File: config.mk
export PLATFORM = sky130hd
export DESIGN_NAME = uep_top
export DESIGN_NICKNAME = d
export VERILOG_FILES = /design/src/rtl/uep_pkg.sv /design/src/rtl/uep_top.sv /design/src/rtl/uep_flag.sv
export SDC_FILE = /design/constraint.sdc
export NUM_CORES = 1
export LEC_CHECK = 0
export BUFFER_PORTS_ARGS = -buffer_cell sky130_fd_sc_hd__clkbuf_2
export CORE_UTILIZATION = 40
export DETAILED_ROUTE_END_ITERATION = 12
export PLACE_DENSITY = 0.64
export SETUP_SLACK_MARGIN = 0.1
export SYNTH_ARGS = -nofsm -noshare
export SYNTH_HDL_FRONTEND = slang
export SYNTH_SLANG_ARGS = --single-unit
File: constraint.sdc
create_clock -name mclk_i -period 1.5 [get_ports mclk_i]
set_input_delay 0.15 -clock mclk_i [delete_from_list [all_inputs] [get_ports mclk_i]]
set_output_delay 0.15 -clock mclk_i [all_outputs]
set_load 0.05 [all_outputs]
File: src/rtl/uep_pkg.sv
// Package: constants for the endpoint-0 OUT, function address and status block
// Notes on behaviour
// - The 4-bit endpoint-0 OUT count holds 0 to 8 in binary, and any code from 1001b to 1111b is taken as 8.
// - While the buffer-full flag is clear the buffer holds nothing valid and the next host OUT data is accepted.
// - While the buffer-full flag (bit 7, reset 1) is set, further host OUT transactions on endpoint 0 get a NAK.
// - Only traffic carrying the 7-bit function address in bits 6 to 0 is answered; reset zero, bit 7 reserved.
// - Status flags are set only by hardware; writing 1 clears a flag and writing 0 leaves it alone.
// - Each status flag raises the interrupt request while it is set and its mask bit is enabled.
// - The setup-overwrite flag (bit 0) is set when a setup packet arrives while the setup buffer is still full.
package uep_pkg;
    // ============================================================
    // Register offsets
    localparam logic [7:0] OFS_EP0_OUT_CNT = 8'h00;
    localparam logic [7:0] OFS_FUNC_ADDR   = 8'h01;
    localparam logic [7:0] OFS_EVT_STATUS  = 8'h02;
    localparam logic [7:0] OFS_EVT_MASK    = 8'h03;
    // ============================================================
    // Field positions
    localparam int BIT_OUT_FULL   = 7;
    localparam int BIT_SETUP_OVWR = 0;
    localparam int BIT_SETUP      = 2;
    localparam int BIT_PWR_ON     = 3;
    localparam int BIT_PWR_OFF    = 4;
    localparam int BIT_RESUME     = 5;
    localparam int BIT_SUSPEND    = 6;
    localparam int BIT_BUS_RESET  = 7;
    // ============================================================
    // Reset values and limits
    localparam logic       RST_OUT_FULL   = 1'b1;
    localparam logic [3:0] RST_OUT_CNT    = 4'h0;
    localparam logic [6:0] RST_FUNC_ADDR  = 7'h00;
    localparam logic [7:0] RST_STATUS     = 8'h00;
    localparam logic [7:0] RST_MASK       = 8'h00;
    localparam logic [3:0] OUT_CNT_MAX    = 4'h8;
    localparam logic [7:0] STATUS_IMPL    = 8'hFD;
    localparam logic [3:0] EP_ZERO        = 4'h0;
    // ============================================================
    // Transaction states, Gray along idle -> data -> idle
    typedef enum logic [1:0] {
        UEP_IDLE     = 2'b00,
        UEP_OUT_DATA = 2'b01,
        UEP_SET_DATA = 2'b10
    } uep_state_t;
endpackage

File: src/rtl/uep_top.sv
// Module: endpoint-0 OUT buffer control, function address and event status
//
// The plain strobed port and the address map were chosen for this implementation.
`timescale 1ns/10ps
`default_nettype none
module uep_top #(
    parameter int ADDR_W = 8
) (
    input  wire logic              mclk_i,
    input  wire logic              resetn_i,
    input  wire logic [ADDR_W-1:0] reg_addr_i,
    input  wire logic [7:0]        reg_wdata_i,
    input  wire logic              reg_wr_i,
    input  wire logic              reg_rd_i,
    output logic      [7:0]        reg_rdata_o,
    input  wire logic              tok_valid_i,
    input  wire logic [6:0]        tok_addr_i,
    input  wire logic [3:0]        tok_ep_i,
    input  wire logic              tok_out_i,
    input  wire logic              tok_setup_i,
    input  wire logic              data_ok_i,
    input  wire logic [3:0]        data_len_i,
    input  wire logic              evt_bus_reset_i,
    input  wire logic              evt_suspend_i,
    input  wire logic              evt_resume_i,
    input  wire logic              evt_pwr_off_i,
    input  wire logic              evt_pwr_on_i,
    output logic                   hs_ack_o,
    output logic                   hs_nak_o,
    output logic                   ep0_out_full_o,
    output logic      [3:0]        ep0_out_count_o,
    output logic                   usb_irq_o
);
    import uep_pkg::*;

    // Four registers need at least two index bits
    if (ADDR_W < 2 || ADDR_W > 8) begin : g_bad_addr_w
        $error("uep_top: ADDR_W must be 2 to 8");
    end

    // ============================================================
    // Helpers
    function automatic logic reg_hit(input logic [ADDR_W-1:0] a, input logic [7:0] ofs);
        reg_hit = (a == ofs[ADDR_W-1:0]);
    endfunction

    function automatic logic [3:0] sat_count(input logic [3:0] c);
        sat_count = (c > OUT_CNT_MAX) ? OUT_CNT_MAX : c;
    endfunction

    // ============================================================
    // Register decode
    logic wr_cnt;
    logic wr_addr;
    logic wr_sta;
    logic wr_mask;
    assign wr_cnt  = reg_wr_i && reg_hit(reg_addr_i, OFS_EP0_OUT_CNT);
    assign wr_addr = reg_wr_i && reg_hit(reg_addr_i, OFS_FUNC_ADDR);
    assign wr_sta  = reg_wr_i && reg_hit(reg_addr_i, OFS_EVT_STATUS);
    assign wr_mask = reg_wr_i && reg_hit(reg_addr_i, OFS_EVT_MASK);

    logic [6:0]  func_addr_ff;
    logic [7:0]  mask_ff;
    logic [7:0]  sta_flags;
    uep_state_t  state_ff;

    // ============================================================
    // Token filter: other addresses and endpoints are ignored
    logic tok_ours;
    assign tok_ours = tok_valid_i && (tok_addr_i == func_addr_ff) && (tok_ep_i == EP_ZERO);

    logic out_load;
    logic setup_load;
    logic out_nak;
    assign out_load   = (state_ff == UEP_OUT_DATA) && data_ok_i;
    assign setup_load = (state_ff == UEP_SET_DATA) && data_ok_i;
    assign out_nak    = (state_ff == UEP_IDLE) && tok_ours && !tok_setup_i && tok_out_i && ep0_out_full_o;

    // ============================================================
    // Transaction sequencer
    always_ff @(posedge mclk_i or negedge resetn_i) begin
        if (!resetn_i) begin
            state_ff <= UEP_IDLE;
        end else begin
            case (state_ff)
                UEP_IDLE: begin
                    if (tok_ours && tok_setup_i) begin
                        state_ff <= UEP_SET_DATA;
                    end else if (tok_ours && tok_out_i && !ep0_out_full_o) begin
                        state_ff <= UEP_OUT_DATA;
                    end
                end
                UEP_OUT_DATA, UEP_SET_DATA: begin
                    // A fresh token means the data phase was lost
                    if (data_ok_i || tok_valid_i) begin
                        state_ff <= UEP_IDLE;
                    end
                end
                default: begin
                    state_ff <= UEP_IDLE;
                end
            endcase
        end
    end

    // ============================================================
    // Handshake pulses
    always_ff @(posedge mclk_i or negedge resetn_i) begin
        if (!resetn_i) begin
            hs_ack_o <= 1'b0;
            hs_nak_o <= 1'b0;
        end else begin
            hs_ack_o <= out_load || setup_load;
            hs_nak_o <= out_nak;
        end
    end

    // ============================================================
    // Endpoint-0 OUT count and buffer-full flag
    always_ff @(posedge mclk_i or negedge resetn_i) begin
        if (!resetn_i) begin
            ep0_out_full_o  <= RST_OUT_FULL;
            ep0_out_count_o <= RST_OUT_CNT;
        end else if (out_load) begin
            // Hardware load wins over a firmware write in the same cycle
            ep0_out_full_o  <= 1'b1;
            ep0_out_count_o <= sat_count(data_len_i);
        end else if (wr_cnt) begin
            ep0_out_full_o  <= reg_wdata_i[BIT_OUT_FULL];
            ep0_out_count_o <= sat_count(reg_wdata_i[3:0]);
        end
    end

    // ============================================================
    // Function address and interrupt mask
    always_ff @(posedge mclk_i or negedge resetn_i) begin
        if (!resetn_i) begin
            func_addr_ff <= RST_FUNC_ADDR;
        end else if (wr_addr) begin
            func_addr_ff <= reg_wdata_i[6:0];
        end
    end

    always_ff @(posedge mclk_i or negedge resetn_i) begin
        if (!resetn_i) begin
            mask_ff <= RST_MASK;
        end else if (wr_mask) begin
            mask_ff <= reg_wdata_i;
        end
    end

    // ============================================================
    // Event status flags
    logic [7:0] sta_set;
    logic [7:0] sta_clr;
    always_comb begin
        sta_set                = 8'h00;
        sta_set[BIT_SETUP_OVWR] = setup_load && sta_flags[BIT_SETUP];
        sta_set[BIT_SETUP]     = setup_load;
        sta_set[BIT_PWR_ON]    = evt_pwr_on_i;
        sta_set[BIT_PWR_OFF]   = evt_pwr_off_i;
        sta_set[BIT_RESUME]    = evt_resume_i;
        sta_set[BIT_SUSPEND]   = evt_suspend_i;
        sta_set[BIT_BUS_RESET] = evt_bus_reset_i;
        sta_clr                = wr_sta ? reg_wdata_i : 8'h00;
    end

    uep_flag #(
        .W    (8),
        .IMPL (STATUS_IMPL)
    ) u_flags (
        .mclk_i   (mclk_i),
        .resetn_i (resetn_i),
        .set_i    (sta_set),
        .clr_i    (sta_clr),
        .flag_o   (sta_flags)
    );

    always_ff @(posedge mclk_i or negedge resetn_i) begin
        if (!resetn_i) begin
            usb_irq_o <= 1'b0;
        end else begin
            usb_irq_o <= |(sta_flags & mask_ff);
        end
    end

    // ============================================================
    // Read port, data one cycle after the strobe
    always_ff @(posedge mclk_i or negedge resetn_i) begin
        if (!resetn_i) begin
            reg_rdata_o <= 8'h00;
        end else if (!reg_rd_i) begin
            reg_rdata_o <= 8'h00;
        end else if (reg_hit(reg_addr_i, OFS_EP0_OUT_CNT)) begin
            reg_rdata_o <= {ep0_out_full_o, 3'b000, ep0_out_count_o};
        end else if (reg_hit(reg_addr_i, OFS_FUNC_ADDR)) begin
            reg_rdata_o <= {1'b0, func_addr_ff};
        end else if (reg_hit(reg_addr_i, OFS_EVT_STATUS)) begin
            reg_rdata_o <= sta_flags;
        end else if (reg_hit(reg_addr_i, OFS_EVT_MASK)) begin
            reg_rdata_o <= mask_ff;
        end else begin
            reg_rdata_o <= 8'h00;
        end
    end
endmodule
`default_nettype wire

File: src/rtl/uep_flag.sv
// Module: bank of write-1-to-clear event flags with set priority
`timescale 1ns/10ps
`default_nettype none
module uep_flag #(
    parameter int         W    = 8,
    parameter logic [7:0] IMPL = 8'hFF
) (
    input  wire logic         mclk_i,
    input  wire logic         resetn_i,
    input  wire logic [W-1:0] set_i,
    input  wire logic [W-1:0] clr_i,
    output logic      [W-1:0] flag_o
);
    // Mask parameter is one byte wide
    if (W < 1 || W > 8) begin : g_bad_w
        $error("uep_flag: W must be 1 to 8");
    end

    logic [W-1:0] flag_ff;

    genvar g;
    generate
        for (g = 0; g < W; g++) begin : g_bit
            if (IMPL[g]) begin : g_impl
                always_ff @(posedge mclk_i or negedge resetn_i) begin
                    if (!resetn_i) begin
                        flag_ff[g] <= 1'b0;
                    end else if (set_i[g]) begin
                        flag_ff[g] <= 1'b1;
                    end else if (clr_i[g]) begin
                        flag_ff[g] <= 1'b0;
                    end
                end
            end else begin : g_rsv
                assign flag_ff[g] = 1'b0;
            end
        end
    endgenerate

    assign flag_o = flag_ff;
endmodule
`default_nettype wire

# Word-level counts from Yosys, hierarchy flattened
# Cells that the tools add are included.
# W data, S select, Z words.
# word_totals
ff_bits	40
elab_cells	91
output_inout_bits	16
in_bits	44
# classes
n_bitwise	1
magnitude_cmp	2
mux	30
reduce_logical	34
eq_ne	8
# ops
cell	count
$mux W8	6
$eq A8 B2 Y1 const B	2
$logic_and A1 B1 Y1	16
$mux W1	16
$mux W4	4
$reduce_bool A2 Y1	8
$and A8 B8 Y8	1
$eq A8 B1 Y1 const B	1
$gt A4 B4 Y1 const B	2
$logic_not A8 Y1	1
$reduce_or A8 Y1	1
$eq A7 B7 Y1	1
$mux W2	3
$logic_not A4 Y1	1
$pmux W2 S2	1
$ne A3 B1 Y1 const B	1
$eq A2 B1 Y1 const B	1
$eq A2 B2 Y1 const B	1
$logic_not A1 Y1	2
$logic_not A2 Y1	1
$logic_or A1 B1 Y1	2
$ne A2 B2 Y1 const B	1
$reduce_and A2 Y1	1
$reduce_or A2 Y1	1

# Logic depth before layout (Yosys ltp)
# depth
depth_word	8
ltp_mapped	6
depth_no_buf	6

# Cells and area by module
# From an unflattened synthesis, not the netlist that was laid out.
# unflattened
hier_cells	180
hier_area_um2	1988.2
# by_module_without_submodules
mod	area_per_inst_um2	seq_area_each_um2	n_inst	cells_each
uep_top	1722.9	827.0	1	157
uep_flag	265.3	175.2	1	23

# Worst setup path after synthesis
# OpenSTA, ideal clock, no wires.
# synth_timing
path_type	register to register
start	register state_ff[1]
end	register state_ff[1]
path_slack_ps	-81
t_arrival_ps	1494
period_less_slack_ps	1581
setup_time_ps	87
n_path_buf	0
required_time_ps	1413
path_stages_with_launch	7
cell_sequence	dfrtp_1 > inv_1 > ha_1 > nor3b_1 > nand2b_1 > or4_1 > o211ai_1
# synth_via
elab_chain_cells	4
elab_cells_between_ends	8
cone_classes	4 x eq/ne; 1 x mux; 3 x reduce/logical
# synth_rtl
item	line_no	source
from (decl)	uep_top.sv:65	uep_state_t state_ff;
from (signal assigned)	uep_top.sv:83	state_ff <= UEP_IDLE;
from (signal assigned)	uep_top.sv:88	state_ff <= UEP_SET_DATA;
from (signal assigned)	uep_top.sv:90	state_ff <= UEP_OUT_DATA;
$eq A2 B1 Y1 or $eq A2 B2 Y1 (tied branches)	uep_top.sv:85	case (state_ff)
$reduce_or A2 Y1	uep_top.sv:85	
$ne A2 B2 Y1 (no line)	n/a	
$reduce_and A2 Y1 (no line)	n/a	
# Several ways; a longest one is shown, not always the timed one.
# A chain may end at the register's enable or synchronous reset.

# Final worst setup path
# layout_timing
start	register state_ff[0]
end	register state_ff[0]
# Same word-level chain as after synthesis.

==> impl_metrics.py <==
metrics = {
    "sta": {
        "fin_ws_ns": -0.112,
        "final-setup-viol-count": 3,
        "finalCriticalPeriod_ns": 1.61,
        "rsz0062_at_grt": "true",
        "tns_ns": -0.221,
        "report.final.slew_viol_count": 0,
        "fmax_ghz": 0.620,
        "skew_ns": 0.00440,
        "fin_crit_sh_pct": 107,
        "hold_viol_final": 0,
        "max_slew_margin_pct": 68.0,
        "tightest_slew_ns": 0.469,
    },
    "clock_network": {
        "clk_path_buf_depth": 2,
        "cts_sinks": 40,
        "numCtsBuffers": 5,
        "htree_num_levels": 2,
        "root_buffer": "clkbuf_8",
        "clk_latency_ns": 0.29,
        "cts_tree": "yes",
        "clk_pin_slew_ns": 0.07,
    },
    "finish": {
        "multi_input_area_um2": 1030,
        "nNetsFinal": 317,
        "synthToLayoutAreaGrowth_pct": 44.1,
        "fin_area_um2": 2820,
        "n_fill_cell": 384,
        "regArea_um2": 1000,
        "final_common_cell": "clkbuf_2",
        "drive_gt1_share_pct": 48.3,
        "diodes": 0,
        "final_cell_mix": "clkbuf_2, dfrtp_1, buf_4",
    },
    "setup_path": {
        "crit_buf_inv": 1,
        "cpPeakStageDelay_ns": 0.42,
        "path_cells": "inv_2, ha_4, nor3b_4, or4_1, nor4_2, o21bai_1",
        "critPathMaxFanout": 3,
        "crit_arrival_ns": 1.84,
        "crit_required_ns": 1.72,
        "end_kind": "flip-flop",
        "path_class": "flip-flop to flip-flop",
        "start_kind": "flip-flop",
        "cpMaxStageDelayCell": "or4_1",
        "critical-path-top-delay-family": "simple AND/OR/NAND/NOR gates",
    },
    "global_routing": {
        "antenna_found_initial": 0,
        "grt_pass1_wl_um": 7860,
        "use_met3_pct": 3.89,
        "grtUsageTotal_pct": 20.4,
        "globalRouteOverflowTotal": 0,
        "globalRoute.busiestLayer": "met2",
        "grt_start_max_net_pins": 26,
        "use_met1_pct": 27.9,
        "use_met2_pct": 31.7,
        "first_global_vias": 1621,
    },
    "floorplan": {
        "ioPinCount": 60,
        "fp.dieW_um": 71.9,
        "core_area_um2": 4720,
        "rows": 25,
        "initial_core_util_pct": 41.4,
        "die_area_um2": 5170,
        "die_h_um": 71.9,
    },
    "yosys": {
        "synth_area_per_cell_um2": 11.1,
        "ys_seq_area_share_pct": 51.3,
        "synth_cells": 176,
        "yosys-top-cells-area": "dfrtp_1, mux2_2, mux2i_1",
        "synth_top_flop_cell": "dfrtp_1",
        "synth.largest_area_cell": "dfrtp_1",
        "synth_fp_nets": 223,
        "synth_edf_count": 0,
        "syn_area_um2": 1950,
        "synth_seq_cells": 40,
        "synth-simple-area-share_pct": 17.8,
        "yosysWarnings": 0,
        "synth_xor_area_share_pct": 3.14,
        "synth-async-reset-ratio_pct": 100,
        "yosys.area.top_type_share_pct": 49.9,
        "synth_mux_area_share_pct": 12.7,
        "synth_top_family_by_area": "simple AND/OR/NAND/NOR gates",
        "synth-compound-area-share_pct": 11.6,
        "synth.distinct_cells": 38,
        "synthAdderAreaFrac_pct": 1.92,
    },
    "power_and_ir_drop": {
        "clkPwrFrac_pct": 38.9,
        "p_leak_nw": 1.37,
        "switching_share_pct": 24.4,
        "ir_drop_uv": 380,
        "p_switching_w": 0.000603,
        "power.internal_w": 0.00187,
        "powerDensity_nw_per_um2": 878,
        "seqPwrFrac_pct": 46.4,
        "power_frac_comb_pct": 14.7,
    },
    "outcome": {
        "status": "finished, violations left",
        "violations": "negative setup slack",
    },
    "detailed_routing": {
        "ant_nets": 0,
        "vias": 1688,
        "drt_wl_total_um": 4850,
        "wire_per_inst_um": 14.3,
        "drt_first_pass_iters": 6,
        "drc": 0,
        "via_per_inst": 4.99,
        "drt_iter0_drc": 92,
    },
    "worst_hold_path": {
        "hold_class": "input port to flip-flop",
    },
    "placement": {
        "gp_congestion": 0.769,
        "port_buffers": 59,
        "postPlaceCellArea_um2": 2590,
        "hpwl_um": 3740,
    },
    "run": {
        "drv_cap": 0,
    },
}
power by group through the flow:
stage	Sequential, W	Combinational, W	Clock [W]
after detailed placement	0.00117	0.000346	0
after global placement	0.00117	0.000344	0
after CTS	0.00115	0.000353	0.000981
after floorplan	0.00121	0.000117	0
after global routing	0.00115	0.000396	0.00103
final	0.00115	0.000363	0.000961
cell usage after synthesis (2+ instances only):
cell type / number
inv_1: 4
mux2_2: 15
buf_2: 3
nor2_1: 21
xnor2_1: 7
a21o_1: 5
ha_1: 3
nand3_1: 6
a2111oi_0: 4
o21ai_0: 4
nor4_1: 2
nand4_1: 2
or4_1: 3
a21oi_1: 4
nand2_1: 18
nor2b_1: 3
dfrtp_1: 39
a22oi_1: 5
nor2_4: 2
mux2i_1: 8
path summary, 6_finish.rpt:
kind	start	end	slack [ns]	cells past startpoint
max	state_ff[0]$_DFFE_PN0P_	state_ff[0]$_DFFE_PN0P_	-0.11	6
max in group asynchronous	resetn_i	ep0_out_full_o$_DFFE_PN1P_	0.61	3
min in group asynchronous	resetn_i	reg_rdata_o[6]$_DFF_PN0_	0.34	2
min reg2reg	u_flags.flag_o[6]$_DFFE_PN0P_	u_flags.flag_o[6]$_DFFE_PN0P_	0.52	1
max reg2reg	state_ff[0]$_DFFE_PN0P_	state_ff[0]$_DFFE_PN0P_	-0.11	6
min	evt_resume_i	u_flags.flag_o[5]$_DFFE_PN0P_	0.03	2
flip-flops by register name (all words and copies together), names as in the netlist:
register / flops
mask_ff: 8
func_addr_ff: 7
ep0_out_full_o: 1
hs_ack_o: 1
u_flags.flag_o: 7
state_ff: 2
usb_irq_o: 1
ep0_out_count_o: 4
hs_nak_o: 1
reg_rdata_o: 8
per-layer routing:
layer,routed length (µm),vias up
li1,-,830
met1,2290,797
met2,2270,52
met3,206,9
met4,85,0
met5,0,-
area by class of cell:
class	count	share of cell area, %
inverter	4	0.533
clock inverter	1	1.07
timing repair buffer	90	19.9
sequential	40	35.6
clock buffer	7	3.42
multi-input combinational	129	36.6
tap	67	2.98
metrics by stage:
| step | util, % | instances | setup WS (ns) | total power (W) | hold slack, ns |
|---|---|---|---|---|---|
| detailed placement | 54.9 | 328 | -0.137 | 0.00151 | 0.116 |
| finish | 59.6 | 338 | -0.112 | 0.00247 | 0.0340 |
| floorplan | - | 176 | -0.0702 | 0.00133 | -0.146 |
| CTS | 58.1 | 337 | -0.155 | 0.00248 | 0.0305 |
| global route | 59.6 | 338 | -0.170 | 0.00258 | 0.0292 |
| global placement | 54.9 | 328 | -0.0702 | 0.00151 | 0.119 |
cells by family (layout without fill, tap and decap cells):
family          count (synthesis)  count (layout)
simple gates                   65              65
flops                          40              40
compound gates                 31              31
mux                            23              23
xor+xnor                        7               7
buf+inv                         7             102
fa+ha+maj                       3               3
worst reg2reg max path, cell delays in order (launching register included):
cell,delay (ns)
dfrtp_1,0.39
inv_2,0.08
ha_4,0.20
nor3b_4,0.15
or4_1,0.42
nor4_2,0.17
o21bai_1,0.14
repair_timing:
item / CTS / global route
hold buffers: 1 / 0
gates resized for setup: 3 / 11
pin swaps: 0 / 1
endpoints found under the hold margin: 15 / 0
setup buffers: 0 / 1
setup endpoints to repair: 7 / 7
gates cloned: 0 / 0
Note: power is estimated with default switching activity, not from simulation.
